### config.mk
export PLATFORM = sky130hd
export DESIGN_NAME = dul_ctrl
export DESIGN_NICKNAME = d
export VERILOG_FILES = /design/src/dul_pkg.sv /design/src/dul_ctrl.sv /design/src/dul_dec.sv /design/src/dul_chan.sv
export VERILOG_INCLUDE_DIRS = /design/src /design/src/src
export SDC_FILE = /design/constraint.sdc
export NUM_CORES = 1
export LEC_CHECK = 0
export ABC_AREA = 1
export BUFFER_PORTS_ARGS = -buffer_cell sky130_fd_sc_hd__buf_2
export CORE_UTILIZATION = 56
export CTS_CLUSTER_SIZE = 8
export DETAILED_ROUTE_END_ITERATION = 8
export PLACE_DENSITY_LB_ADDON = 0.1
export SETUP_SLACK_MARGIN = 0.05
export SLEW_MARGIN = 20
export SYNTH_ARGS = -nofsm -noshare
export SYNTH_HDL_FRONTEND = slang
export SYNTH_HIERARCHICAL = 1
export SYNTH_SLANG_ARGS = --single-unit
### constraint.sdc
create_clock -name clk_i -period 2.06 [get_ports clk_i]
set_clock_uncertainty 0.1 [all_clocks]
set_input_delay 0.618 -clock clk_i [delete_from_list [all_inputs] [get_ports clk_i]]
set_output_delay 0.618 -clock clk_i [all_outputs]
set_load 0.1 [all_outputs]
### src/dul_params.svh
/*
 constants of the dac update and load control block: frame field
 positions, reset values, clear codes and timing counts.
 assumes a 20 MHz system clock and a 24-bit command frame source.
*/
`ifndef DUL_PARAMS_SVH
`define DUL_PARAMS_SVH
// Function
// [RQ1] master sends command byte, data high byte, data low byte as one frame
// [RQ2] frame bits 23..20 are the command, 19..16 the channel select
// [RQ3] write-input with strobe low loads input and dac register at once
// [RQ4] write-input with strobe high loads only the input register
// [RQ5] strobe falling edge copies input to dac on each unmasked channel
// [RQ6] update command copies input to dac, input unchanged, any strobe level
// [RQ7] write-and-update loads input and dac register, any strobe level
// [RQ8] mask command loads frame bits 3..0 into mask, ignores channel select
// [RQ9] mask bit 3 is channel d, down to bit 0 for channel a
// [RQ10] mask resets to zero; a set bit makes its channel ignore the strobe
// [RQ11] strobe held low: write-input updates dac regardless of mask
// [RQ12] reset pin low clears outputs to selected code; held 30 ns least
// [RQ13] updates blocked while reset pin low; cleared value held afterwards
// [RQ14] software reset command returns everything to the power-on state; last_cmd_o keeps cmd_sw_rst, not cmd_nop
// [RQ15] strobe and reset pin activity ignored during power-on reset
// [RQ16] power-up code is zero or midscale by reset level select pin
// [RQ17] reference command stores frame bit 0: zero on, one off

`define DUL_NCH 4
`define DUL_DATA_W 10
`define DUL_FRAME_W 24
`define DUL_CMD_MSB 23
`define DUL_CMD_LSB 20
`define DUL_ADDR_MSB 19
`define DUL_ADDR_LSB 16
`define DUL_DATA_MSB 15
`define DUL_DATA_LSB 6
`define DUL_MASK_MSB 3
`define DUL_MASK_LSB 0
`define DUL_REF_BIT 0
`define DUL_MASK_RST 4'h0
`define DUL_REF_RST 1'h0
`define DUL_CODE_ZERO 10'h000
`define DUL_CODE_MID 10'h200

`define DUL_CLK_PERIOD_NS 50
`define DUL_POR_TIME_NS 1000
`define DUL_POR_CYC \
    ((`DUL_POR_TIME_NS + `DUL_CLK_PERIOD_NS - 1) / `DUL_CLK_PERIOD_NS)
`define DUL_RST_MIN_NS 30
`define DUL_RST_MIN_CYC \
    ((`DUL_RST_MIN_NS + `DUL_CLK_PERIOD_NS - 1) / `DUL_CLK_PERIOD_NS)
`endif

### src/dul_pkg.sv
/*
 types of the dac update and load control block.
 assumes dul_params.svh is on the include path.
*/
`include "dul_params.svh"
package dul_pkg;
    typedef enum logic [3:0] {
        cmd_nop = 4'h0,
        cmd_wr_in = 4'h1,
        cmd_upd = 4'h2,
        cmd_wr_upd = 4'h3,
        cmd_pwr = 4'h4,
        cmd_mask = 4'h5,
        cmd_sw_rst = 4'h6,
        cmd_ref = 4'h7
    } dul_cmd_t;

    typedef enum logic [1:0] {
        st_por = 2'h0,
        st_run = 2'h1,
        st_pin_rst = 2'h2
    } dul_state_t;

    typedef struct packed {
        logic valid;
        dul_cmd_t cmd;
        logic [`DUL_NCH-1:0] sel;
        logic [`DUL_DATA_W-1:0] data;
        logic [`DUL_NCH-1:0] mask;
        logic ref_off;
    } dul_dec_t;

    typedef struct packed {
        logic wr_in;
        logic wr_dac;
        logic copy;
        logic clear;
        logic [`DUL_DATA_W-1:0] data;
    } dul_chan_ctl_t;
endpackage

### src/dul_ctrl.sv
/*
 dac update and load control: decodes command frames, runs the load
 strobe, load mask, reference setup, reset pin and power-on reset.
 assumes an outside serial front end hands over one complete frame
 per frame_valid_i pulse, and that all pins are synchronous to clk_i.
*/
`timescale 1ns/1ns
`include "dul_params.svh"
module dul_ctrl #(
    parameter int POR_CYC = `DUL_POR_CYC,
    parameter int RST_MIN_CYC = `DUL_RST_MIN_CYC
) (
    input wire logic clk_i,
    input wire logic rst_i,
    input wire logic frame_valid_i,
    input wire logic [`DUL_FRAME_W-1:0] frame_i,
    input wire logic load_strobe_n_i,
    input wire logic reset_n_i,
    input wire logic reset_level_select_i,
    output logic [`DUL_NCH-1:0][`DUL_DATA_W-1:0] dac_code_o,
    output logic [`DUL_NCH-1:0][`DUL_DATA_W-1:0] input_code_o,
    output logic [`DUL_NCH-1:0] load_mask_o,
    output logic ref_off_o,
    output logic por_busy_o,
    output logic pin_reset_o,
    output dul_pkg::dul_cmd_t last_cmd_o
);
    localparam logic [7:0] POR_LAST = 8'(POR_CYC - 1);
    localparam logic [3:0] RST_LAST = 4'(RST_MIN_CYC - 1);
    localparam logic [3:0] LOW_SAT = 4'hF;

    dul_pkg::dul_dec_t dec;
    dul_pkg::dul_state_t state_ff;
    dul_pkg::dul_state_t nxt_state;
    dul_pkg::dul_cmd_t last_cmd_ff;
    dul_pkg::dul_cmd_t nxt_last_cmd;
    logic [7:0] por_cnt_ff;
    logic [7:0] nxt_por_cnt;
    logic [3:0] low_cnt_ff;
    logic [3:0] nxt_low_cnt;
    logic [`DUL_NCH-1:0] mask_ff;
    logic [`DUL_NCH-1:0] nxt_mask;
    logic ref_off_ff;
    logic nxt_ref_off;
    logic strobe_prev_ff;

    logic in_run;
    logic in_por;
    logic pin_low;
    logic pin_hit;
    logic upd_ok;
    logic take;
    logic is_mask;
    logic is_ref;
    logic is_sw_rst;
    logic strobe_fall;
    logic clr_any;
    logic [`DUL_DATA_W-1:0] clr_code;
    logic por_done;

    dul_dec u_dec (
        .frame_valid_i(frame_valid_i),
        .frame_i(frame_i),
        .dec_o(dec)
    );

    assign in_run = state_ff == dul_pkg::st_run;
    assign in_por = state_ff == dul_pkg::st_por;
    assign por_done = por_cnt_ff == POR_LAST;
    assign pin_low = !reset_n_i;

    // pin reset counts only in run state, so power-on hides it
    assign pin_hit = in_run
                   && pin_low
                   && (low_cnt_ff >= RST_LAST); // RQ12 RQ15

    // a low reset pin freezes every update path
    assign upd_ok = in_run && !pin_low; // RQ13
    assign take = upd_ok && dec.valid;

    assign is_mask = take && (dec.cmd == dul_pkg::cmd_mask); // RQ8
    assign is_ref = take && (dec.cmd == dul_pkg::cmd_ref); // RQ17
    assign is_sw_rst = take && (dec.cmd == dul_pkg::cmd_sw_rst); // RQ14

    // strobe edges during power-on or pin reset are dropped
    assign strobe_fall = strobe_prev_ff
                       && !load_strobe_n_i
                       && upd_ok; // RQ5 RQ15

    assign clr_any = !in_run || pin_hit; // RQ12 RQ16
    assign clr_code = reset_level_select_i ? `DUL_CODE_MID
                                           : `DUL_CODE_ZERO; // RQ16

    always_comb begin
        nxt_state = state_ff;
        unique case (state_ff)
            dul_pkg::st_por: begin
                if (por_done) begin
                    nxt_state = dul_pkg::st_run;
                end
            end
            dul_pkg::st_run: begin
                if (is_sw_rst) begin
                    nxt_state = dul_pkg::st_por; // RQ14
                end else if (pin_hit) begin
                    nxt_state = dul_pkg::st_pin_rst; // RQ12
                end
            end
            dul_pkg::st_pin_rst: begin
                if (reset_n_i) begin
                    nxt_state = dul_pkg::st_run; // RQ13
                end
            end
            default: begin
                nxt_state = dul_pkg::st_por;
            end
        endcase
    end

    assign nxt_por_cnt = in_por ? 8'(por_cnt_ff + 8'h01) : 8'h00;

    // saturating so a long reset pulse cannot wrap the count
    assign nxt_low_cnt = !(in_run && pin_low) ? 4'h0 :
                         (low_cnt_ff == LOW_SAT) ? low_cnt_ff :
                         4'(low_cnt_ff + 4'h1);

    assign nxt_mask = is_sw_rst ? `DUL_MASK_RST :
                      is_mask ? dec.mask : mask_ff; // RQ8 RQ9 RQ14
    assign nxt_ref_off = is_sw_rst ? `DUL_REF_RST :
                         is_ref ? dec.ref_off : ref_off_ff; // RQ17
    assign nxt_last_cmd = take ? dec.cmd : last_cmd_ff;

    always_ff @(posedge clk_i) begin
        if (rst_i) begin
            state_ff <= dul_pkg::st_por;
            por_cnt_ff <= 8'h00;
            low_cnt_ff <= 4'h0;
        end else begin
            state_ff <= nxt_state;
            por_cnt_ff <= nxt_por_cnt;
            low_cnt_ff <= nxt_low_cnt;
        end
    end

    always_ff @(posedge clk_i) begin
        if (rst_i) begin
            mask_ff <= `DUL_MASK_RST; // RQ10
            ref_off_ff <= `DUL_REF_RST; // RQ17
            last_cmd_ff <= dul_pkg::cmd_nop;
            strobe_prev_ff <= 1'h1;
        end else begin
            mask_ff <= nxt_mask;
            ref_off_ff <= nxt_ref_off;
            last_cmd_ff <= nxt_last_cmd;
            strobe_prev_ff <= load_strobe_n_i;
        end
    end

    for (genvar i = 0; i < `DUL_NCH; i++) begin : g_ch
        logic hit;
        dul_pkg::dul_chan_ctl_t ctl;

        assign hit = take && dec.sel[i];
        assign ctl.wr_in = hit
                         && (dec.cmd == dul_pkg::cmd_wr_in
                             || dec.cmd == dul_pkg::cmd_wr_upd); // RQ3 RQ4
        // strobe low makes write-input immediate, mask not consulted
        assign ctl.wr_dac = hit
                          && (dec.cmd == dul_pkg::cmd_wr_upd
                              || (dec.cmd == dul_pkg::cmd_wr_in
                                  && !load_strobe_n_i)); // RQ3 RQ7 RQ11
        assign ctl.copy = (hit && dec.cmd == dul_pkg::cmd_upd)
                        || (strobe_fall && !mask_ff[i]); // RQ5 RQ6 RQ10
        assign ctl.clear = clr_any;
        assign ctl.data = dec.data;

        dul_chan u_ch (
            .clk_i(clk_i),
            .rst_i(rst_i),
            .ctl_i(ctl),
            .clear_code_i(clr_code),
            .in_code_o(input_code_o[i]),
            .dac_code_o(dac_code_o[i])
        );
    end

    assign load_mask_o = mask_ff;
    assign ref_off_o = ref_off_ff;
    assign por_busy_o = in_por;
    assign pin_reset_o = state_ff == dul_pkg::st_pin_rst;
    assign last_cmd_o = last_cmd_ff;
endmodule

### src/dul_dec.sv
/*
 frame field decoder: splits a 24-bit command frame into its fields.
 assumes the frame is complete when frame_valid_i is high.
*/
`timescale 1ns/1ns
`include "dul_params.svh"
module dul_dec (
    input wire logic frame_valid_i,
    input wire logic [`DUL_FRAME_W-1:0] frame_i,
    output dul_pkg::dul_dec_t dec_o
);
    assign dec_o.valid = frame_valid_i;
    assign dec_o.cmd =
        dul_pkg::dul_cmd_t'(frame_i[`DUL_CMD_MSB:`DUL_CMD_LSB]); // RQ2
    assign dec_o.sel = frame_i[`DUL_ADDR_MSB:`DUL_ADDR_LSB]; // RQ2
    assign dec_o.data = frame_i[`DUL_DATA_MSB:`DUL_DATA_LSB];
    // channel select plays no part here, so it is ignored
    assign dec_o.mask = frame_i[`DUL_MASK_MSB:`DUL_MASK_LSB]; // RQ8
    assign dec_o.ref_off = frame_i[`DUL_REF_BIT]; // RQ17
endmodule

### src/dul_chan.sv
/*
 one channel: input register and dac register with their load paths.
 when the controller raises wr_dac and copy together, wr_dac wins.
*/
`timescale 1ns/1ns
`include "dul_params.svh"
module dul_chan (
    input wire logic clk_i,
    input wire logic rst_i,
    input dul_pkg::dul_chan_ctl_t ctl_i,
    input wire logic [`DUL_DATA_W-1:0] clear_code_i,
    output logic [`DUL_DATA_W-1:0] in_code_o,
    output logic [`DUL_DATA_W-1:0] dac_code_o
);
    logic [`DUL_DATA_W-1:0] in_code_ff;
    logic [`DUL_DATA_W-1:0] dac_code_ff;
    logic [`DUL_DATA_W-1:0] nxt_in_code;
    logic [`DUL_DATA_W-1:0] nxt_dac_code;

    // clear wins over every load so a reset cannot be overwritten
    assign nxt_in_code = ctl_i.clear ? clear_code_i :
                         ctl_i.wr_in ? ctl_i.data : in_code_ff;
    assign nxt_dac_code = ctl_i.clear ? clear_code_i :
                          ctl_i.wr_dac ? ctl_i.data :
                          ctl_i.copy ? in_code_ff : dac_code_ff;

    always_ff @(posedge clk_i) begin
        if (rst_i) begin
            in_code_ff <= `DUL_CODE_ZERO;
            dac_code_ff <= `DUL_CODE_ZERO;
        end else begin
            in_code_ff <= nxt_in_code;
            dac_code_ff <= nxt_dac_code;
        end
    end

    assign in_code_o = in_code_ff;
    assign dac_code_o = dac_code_ff;
endmodule

## Word-level counts from Yosys, hierarchy flattened

Index checks and enable logic that the tools add are counted.

- ROM bits: 0
- Logic and storage cells: 116
- Output and inout port bits: 91
- Input port bits: 30
- Bits in latches: 0
- Bits in writable memories: 0
- Bits in registers: 104
- Memories: 0

- Bitwise logic cells: 2
- Reduce and logical (&&, ||, !) cells: 57
- Mux-type cells: 26
- Equal/unequal tests: 13
- Shift-type cells: 0
- Order comparisons: 1
- Divide/modulo/power cells: 0
- Multipliers: 0
- Add/subtract/negate cells: 2

Operators with widths:

| operator | number |
|---|---|
| $mux 10 | 21 |
| $logic_and 1x1->1 | 30 |
| $eq 4x3->1 const B | 3 |
| $reduce_bool 3->1 | 4 |
| $add 8x1->8 const B | 1 |
| $eq 4x2->1 const B | 2 |
| $eq 8x5->1 const B | 1 |
| $mux 2 | 4 |
| $reduce_bool 2->1 | 4 |
| $logic_not 1->1 | 7 |
| $logic_or 1x1->1 | 7 |
| $pmux 2 s3 | 1 |
| $reduce_or 2->1 | 3 |
| $add 4x1->4 const B | 1 |
| $eq 4x1->1 const B | 1 |
| $eq 4x4->1 const B | 1 |
| $ge 4x1->1 const B | 1 |
| $ne 3x1->1 const B | 1 |
| $reduce_and 3->1 | 1 |
| $eq 2x1->1 const B | 1 |
| $eq 2x2->1 const B | 1 |
| $logic_not 2->1 | 1 |
| $ne 2x1->1 const B | 1 |
| $ne 2x2->1 const B | 1 |
| $not 1->1 | 2 |

## Logic depth before layout (Yosys ltp)

Gate-level depths: netlist (run 1).

- Depth after elaboration: 9
- Gate-level depth with buffers: 10
- Depth with buffers taken out: 10

## Hierarchy

Netlist (run 1), hierarchy kept.

Modules (own cells, without submodules):

| module | times used | area each (um2) | cells an instance | seq. area each (um2) |
|---|---|---|---|---|
| dul_chan | 4 | 1191.1 | 207 | 400.4 |
| dul_ctrl | 1 | 968.4 | 134 | 400.4 |
| dul_dec | 1 | 180.2 | 24 | 0.0 |

## Worst setup path before layout (run 1)

Ideal clock, no wire load.

- Path type: register to register
- From: reg state_ff[0]
- To: reg por_cnt_ff[3]
- Path slack: -480 ps
- Data required time: 1890 ps
- Cell stages (with the launch flop): 6
- Buffers on the path: 0
- Arrival: 2371 ps
- Period minus slack after synthesis: 2540 ps
- Setup time: 70 ps
- Cells stage by stage: dfxtp_1 > nor2_1 > nand2_1 > inv_1 > o21ai_0 > a21oi_1

- Cells in the longest elaborated chain, start to end: 3

Ends and longest elaborated chain:

| item | line | text |
|---|---|---|
| start: declaration | dul_ctrl.sv:33 | `dul_pkg::dul_state_t state_ff;` |
| start signal: assignment | dul_ctrl.sv:135 | `state_ff <= dul_pkg::st_por;` |
| start signal: assignment | dul_ctrl.sv:139 | `state_ff <= nxt_state;` |
| $logic_not 2->1 | dul_ctrl.sv:68 | `assign in_por = state_ff == dul_pkg::st_por;` |
| net por_busy_o | dul_ctrl.sv:24 | `output logic por_busy_o,` |
| $not 1->1 (no source line) | n/a |  |
| $reduce_or 2->1 (no source line) | n/a |  |
| end signal: assignment | dul_ctrl.sv:140 | `por_cnt_ff <= nxt_por_cnt;` |
| end: declaration | dul_ctrl.sv:37 | `logic [7:0] por_cnt_ff;` |

The timed path passes the listed nets, and every way through them passes these cells.
A chain may end at the register's enable or synchronous reset.

## Final worst setup path (run 1)

- From: reg g_ch[0].u_ch.in_code_ff[9]
- To: out input_code_o[9] (netlist bit)

RTL lines:

| item | line | text |
|---|---|---|
| start: declaration | dul_chan.sv:15 | `` logic [`DUL_DATA_W-1:0] in_code_ff; `` |
| start signal: assignment | dul_chan.sv:29 | `` in_code_ff <= `DUL_CODE_ZERO; `` |
| start signal: assignment | dul_chan.sv:32 | `in_code_ff <= nxt_in_code;` |
| end: declaration | dul_ctrl.sv:21 | `` output logic [`DUL_NCH-1:0][`DUL_DATA_W-1:0] input_code_o, `` |

No word-level cell between the ends.

==> flow_metrics.env, run 1 <==
export IMPL_status="finished, final reports clean"
export IMPL_power_share_sequential_pct=46.8
export IMPL_wl_per_cell_um=12.0
export IMPL_grt_start_max_net_pins=38
export IMPL_fp_dieW_um=105
export IMPL_crit_arrival_ns=1.22
export IMPL_vias_in_the_first_global_route=5069
export IMPL_critPathSlowestCell="buf_2"
export IMPL_timing_critical_path_required_ns=1.34
export IMPL_synth_compound_area_share_pct=8.89
export IMPL_layout_commonest_cell="nand2_1"
export IMPL_tritoncts_num_buffers=9
export IMPL_critical_path_max_fanout=3
export IMPL_cts_setup_buffers=0
export IMPL_critical_path_endpoint_type="output port"
export IMPL_syn_cell_area_um2=5910
export IMPL_timing_max_transition_violations_final=0
export IMPL_tritoncts_clock_tree="done"
export IMPL_clk_latency_worst_skew_pair_ns=0.37
export IMPL_sinks_on_clock_net=100
export IMPL_pwr_share_comb_pct=23.8
export IMPL_synth_cells=986
export IMPL_power_report_internal_total_uw=2810
export IMPL_placement_rows=37
export IMPL_layout_filler_cells=1003
export IMPL_netlist_top_cell_by_area="dfxtp_1"
export IMPL_timing_final_hold_violations=0
export IMPL_synthTopCellsByArea="dfxtp_1 (34%), nand2_1 (17%), inv_1 (14%)"
export IMPL_final_layout_size_suffix_gt1_share_pct=17.4
export IMPL_boundaryPins=121
export IMPL_routabilityCongestion=0.817
export IMPL_timing_critical_path_cells="buf_2"
export IMPL_post_cts_hold_buffer_count=0
export IMPL_postRouteAntennaNets=0
export IMPL_rrSetupSlack_ns=0.25
export IMPL_clkTransAtPathRegs_ns=0.10
export IMPL_diodes=0
export IMPL_slew_limit_headroom_pct=64.9
export IMPL_largest_family_of_logic_cells_by_synthesized_area="simple AND/OR/NAND/NOR gates"
export IMPL_synth_simple_area_share_pct=35.1
export IMPL_drc=0
export IMPL_ctsHtreeMaxLevel=3
export IMPL_finalCritPeriodShare_pct=94.0
export IMPL_timing_final_setup_violations=0
export IMPL_core_region_area_um2=10300
export IMPL_hold_worst_slack_ns=0.358
export IMPL_critical_path_top_delay_family="buffers and inverters"
export IMPL_layout_nets=1160
export IMPL_die_height_um=105
export IMPL_hold_path_class="reg2reg"
export IMPL_ys_seq_area_share_pct=33.9
export IMPL_wl_um=15200
export IMPL_post_route_util_pct=68.5
export IMPL_cp_num_buf_inv=1
export IMPL_irDropWorstVdd_v=0.000365
export IMPL_max_stage_delay_ns=0.45
export IMPL_clock_power_share_pct=29.4
export IMPL_post_synth_xor_area_fraction_pct=0.296
export IMPL_ctsLongestPathBuffers=2
export IMPL_postCtsResizedCells=0
export IMPL_period_minus_slack_ns=1.94
export IMPL_ys_types=27
export IMPL_area_share_of_fa_ha_maj_cells_after_synthesis_pct=0.212
export IMPL_total_switching_power_uw=1640
export IMPL_viasPerCell=4.77
export IMPL_design_area_um2=7040
export IMPL_power_share_switching_pct=36.8
export IMPL_grt_setup_unrepaired="no"
export IMPL_kind_of_critical_path="reg2out"
export IMPL_drt_first_pass_iters=5
export IMPL_die_area_um2=11000
export IMPL_grt_antenna_before_repair=1
export IMPL_post_synthesis_sequential_element_count=100
export IMPL_tightestPinTransition_ns=0.530
export IMPL_buffer_ports_inserted=118
export IMPL_routed_via_count=6063
export IMPL_syn_avg_cell_area_um2=6.00
export IMPL_yosysWarnings=6
export IMPL_muxShareOfSynthArea_pct=0
export IMPL_global_router_s_overall_resource_usage_pct=28.2
export IMPL_max_clock_freq_ghz=0.517
export IMPL_yosys_area_top_type_share_pct=33.9
export IMPL_placed_cell_area_um2=6830
export IMPL_wire_length_of_the_first_global_routing_pass_um=25000
export IMPL_dp_hpwl_um=10700
export IMPL_max_cap_violations=0
export IMPL_cts_root_buffer="clkbuf_8"
export IMPL_critical_path_source_type="flip-flop"
export IMPL_initial_core_util_pct=57.5
export IMPL_drt_iter0_drc=330
export IMPL_areaGrowthSynthToFinish_pct=19.1
export IMPL_globalRouteOverflowTotal=0
export IMPL_pwr_density_cell_nw_per_um2=632
export IMPL_total_leakage_power_uw=0.00428
export IMPL_most_common_layout_cells="nand2_1 (266), inv_1 (227), nand3_1 (169)"
[metrics by stage]
step                      power (µW)  setup TNS [ns]  worst slack (ns)  cells
final                           4450               0             0.124   1270
after global routing            4630               0            0.0838   1270
after CTS                       4470               0             0.118   1270
after detailed placement        3180           -1.10           -0.0771   1254
after global placement          3170          -0.944           -0.0649   1254
after floorplan                 3020               0            0.0863   1021
[metal layers]
metal	wire length [µm]	vias up	share of wire [%]	GRT usage [%]
met2	6950	174	46	45.1
met1	7100	2639	47	39.8
met3	998	16	6.5	4.68
li1	-	3232	-	-
met4	191	2	1.3	6.34
met5	12	-	0.079	0
[state kept, by name, indices dropped and copies added, names as in the netlist]
name,count
last_cmd_o,4
g_ch.u_ch/in_code_o,40
state_ff,2
load_mask_o,4
g_ch.u_ch/dac_code_o,40
por_cnt_ff,8
ref_off_o,1
strobe_prev_ff,1
[area by class of cell]
cell class	instances	area [µm²]	share of cell area, %
multi-input cells	620	2770	39.4
flip-flops and latches	100	2000	28.4
repair buffers	166	1020	14.5
inverters	232	871	12.4
well taps	136	170	2.42
clock buffers	11	141	2.01
clock inverters	5	60.1	0.853
[worst paths after layout]
path,from,endpoint,cells after the start
worst max-delay path,g_ch[0].u_ch/in_code_o[9]$_SDFFE_PP0P_,input_code_o[9],1
worst min-delay path,por_cnt_ff[0]$_SDFF_PP0_,por_cnt_ff[0]$_SDFF_PP0_,1
worst max register to register,state_ff[1]$_SDFFE_PP0P_,g_ch[1].u_ch/dac_code_o[8]$_SDFFE_PP0P_,10
worst min register to register,por_cnt_ff[0]$_SDFF_PP0_,por_cnt_ff[0]$_SDFF_PP0_,1
[synthesized netlist by cell type]
cell type  number
xnor2_1         1
a31oi_1         2
nand2_1       266
nand3_4         1
a21oi_1        91
buf_2          24
buf_8           1
buf_4          28
o22ai_1         4
nor2_8          1
o21ai_0         5
xor2_1          1
conb_1          1
nor2_2          4
inv_2           4
inv_1         228
nor2_1         30
buf_1           4
ha_1            1
nor3b_1         1
nand3_1       169
nor3_4          1
nand3b_1        1
o211ai_1        1
dfxtp_1       100
clkbuf_1       12
nand4_1         4
[power groups by stage]
stage	Combinational (µW)	Sequential, µW	Clock [µW]
2_1_floorplan	296	2720	0
3_3_place_gp	1040	2130	0
3_5_place_dp	1050	2130	0
4_1_cts	1050	2080	1330
5_1_grt	1120	2090	1410
6_report	1060	2080	1310
[cells by family after synthesis]
logic type,after synthesis
other,1
buffers and inverters,301
adders and majority gates,1
AOI/OAI and AO/OA,103
DFF,100
and+or+nand+nor,478
xor gates and xnor gates,2
Note: power is estimated with default switching activity, not from simulation.
==> run 2, diff against run 1 <==
--- a/config.mk
+++ b/config.mk
@@ -8,10 +8,11 @@
 export LEC_CHECK = 0
 export ABC_AREA = 1
 export BUFFER_PORTS_ARGS = -buffer_cell sky130_fd_sc_hd__buf_2
+export CORE_ASPECT_RATIO = 1.2
 export CORE_UTILIZATION = 56
 export CTS_CLUSTER_SIZE = 8
 export DETAILED_ROUTE_END_ITERATION = 8
-export PLACE_DENSITY_LB_ADDON = 0.1
+export PLACE_DENSITY_LB_ADDON = 0.15
 export SETUP_SLACK_MARGIN = 0.05
 export SLEW_MARGIN = 20
 export SYNTH_ARGS = -nofsm -noshare
==> run 2 against run 1 <==
  * Sequential power is essentially flat
  * Non-clock buffer count is the same
  * Global-route usage grew 2.3 points
  * Clock power grew 35%
  * Routed wire length grew 3.9%
  * Die area is essentially flat
  * Sequential cell count is the same
  * First-iteration DRC count grew 16%
  * Clock-buffer cell count grew 2
  * Register-to-register slack gained 0.03 ns
  * Critical endpoint is now load_mask_o[0]
==> flow_metrics.env, run 2 (synthesized netlist as in run 1, its figures left out) <==
export IMPL_buffer_ports_inserted=118
export IMPL_pwr_share_comb_pct=21.5
export IMPL_most_common_layout_cells="nand2_1 (266), inv_1 (227), nand3_1 (169)"
export IMPL_final_layout_size_suffix_gt1_share_pct=17.4
export IMPL_timing_critical_path_cells="buf_2"
export IMPL_max_clock_freq_ghz=0.520
export IMPL_clock_power_share_pct=36.1
export IMPL_total_switching_power_uw=1660
export IMPL_power_report_internal_total_uw=3250
export IMPL_critical_path_top_delay_family="buffers and inverters"
export IMPL_boundaryPins=121
export IMPL_grt_start_max_net_pins=23
export IMPL_kind_of_critical_path="reg2out"
export IMPL_die_height_um=115
export IMPL_clkTransAtPathRegs_ns=0.06
export IMPL_tritoncts_num_buffers=9
export IMPL_vias_in_the_first_global_route=5657
export IMPL_post_route_util_pct=70.5
export IMPL_critical_path_endpoint_type="output port"
export IMPL_sequential_cell_area_um2=2000
export IMPL_core_region_area_um2=10200
export IMPL_timing_max_transition_violations_final=0
export IMPL_wl_per_cell_um=12.6
export IMPL_instances_no_fill=1260
export IMPL_tightestPinTransition_ns=0.519
export IMPL_timing_critical_path_required_ns=1.34
export IMPL_dp_hpwl_um=10700
export IMPL_placed_cell_area_um2=6850
export IMPL_initial_core_util_pct=58.2
export IMPL_layout_commonest_cell="nand2_1"
export IMPL_finalCritPeriodShare_pct=93.3
export IMPL_die_area_um2=11000
export IMPL_multi_input_comb_area_um2=2770
export IMPL_placement_rows=40
export IMPL_design_area_um2=7160
export IMPL_pwr_density_cell_nw_per_um2=687
export IMPL_total_leakage_power_uw=0.00434
export IMPL_max_stage_delay_ns=0.46
export IMPL_drt_iter0_drc=383
export IMPL_layout_filler_cells=948
export IMPL_layout_nets=1160
export IMPL_global_router_s_overall_resource_usage_pct=30.6
export IMPL_critical_path_source_type="flip-flop"
export IMPL_cts_root_buffer="clkbuf_16"
export IMPL_critical_path_max_fanout=3
export IMPL_post_cts_hold_buffer_count=0
export IMPL_globalRouteOverflowTotal=0
export IMPL_postCtsResizedCells=0
export IMPL_wl_um=15800
export IMPL_ctsHtreeMaxLevel=3
export IMPL_timing_final_hold_violations=0
export IMPL_clk_latency_worst_skew_pair_ns=0.34
export IMPL_cp_num_buf_inv=1
export IMPL_drt_first_pass_iters=5
export IMPL_slew_limit_headroom_pct=65.6
export IMPL_hold_path_class="reg2reg"
export IMPL_wire_length_of_the_first_global_routing_pass_um=26100
export IMPL_cts_setup_buffers=0
export IMPL_max_cap_violations=0
export IMPL_postRouteAntennaNets=0
export IMPL_areaGrowthSynthToFinish_pct=21.1
export IMPL_status="finished, final reports clean"
export IMPL_power_share_switching_pct=33.8
export IMPL_ctsLongestPathBuffers=2
export IMPL_critPathSlowestCell="buf_2"
export IMPL_crit_arrival_ns=1.20
export IMPL_grt_setup_unrepaired="no"
export IMPL_routed_via_count=6207
export IMPL_timing_final_setup_violations=0
export IMPL_viasPerCell=4.93
export IMPL_setup_slack_ns=0.138
export IMPL_tritoncts_clock_tree="done"
export IMPL_routabilityCongestion=0.854
export IMPL_power_share_sequential_pct=42.4
export IMPL_finalSetupTns_ns=0
export IMPL_fp_dieW_um=95.8
export IMPL_diodes=0
export IMPL_irDropWorstVdd_v=0.000450
export IMPL_drc=0
export IMPL_sinks_on_clock_net=100
export IMPL_grt_antenna_before_repair=0
export IMPL_period_minus_slack_ns=1.92
export IMPL_dp_slack_ns=-0.127
export IMPL_place_detailed_instances=1244
-- run 2: changes by cell type in the layout (fill, tap and decap cells not counted) --
cell        change
clkbuf_16       +9
clkbuf_8        -7
buf_12          +2
buf_4           -1
buf_6           -1
clkinvlp_4      -1
inv_6           -1
-- run 2: stage by stage --
step                      hold WS, ns  power (µW)
after floorplan                 0.318        3020
after global placement          0.333        3170
after detailed placement        0.344        3170
after CTS                       0.359        4940
after global routing            0.383        5110
final                           0.358        4920
-- run 2: power by group through the flow --
stage	Sequential (µW)	Clock (µW)	Combinational, µW
floorplan	2720	0	296
global placement	2130	0	1040
detailed placement	2130	0	1050
CTS	2080	1800	1050
global route	2090	1880	1130
finish	2080	1770	1060
-- run 2: metal layers --
metal	wire length [µm]	vias up	global-route usage, %	part of all wire [%]
met5	0	-	0	0
met4	393	0	13.8	2.5
met3	1300	36	4.91	8.2
met2	7400	246	49.3	47
met1	6760	2697	39.7	43
li1	-	3228	-	-
-- run 2: cell type report --
| type | instances | share of cell area [%] |
|---|---|---|
| multi-input combinational | 620 | 38.7 |
| clock inverter | 3 | 0.611 |
| sequential | 100 | 28.0 |
| clock buffer | 13 | 3.77 |
| timing repair buffer | 166 | 14.6 |
| inverter | 232 | 12.2 |
| tap | 126 | 2.20 |
-- run 2: final timing paths --
path,start,endpoint,slack [ns],depth (start not counted)
max,load_mask_o[0]$_SDFFE_PP0P_,load_mask_o[0],0.14,1
min,por_cnt_ff[0]$_SDFF_PP0_,por_cnt_ff[0]$_SDFF_PP0_,0.36,1
max reg2reg,state_ff[1]$_SDFFE_PP0P_,g_ch[3].u_ch/dac_code_o[8]$_SDFFE_PP0P_,0.28,10
min reg2reg,por_cnt_ff[0]$_SDFF_PP0_,por_cnt_ff[0]$_SDFF_PP0_,0.36,1
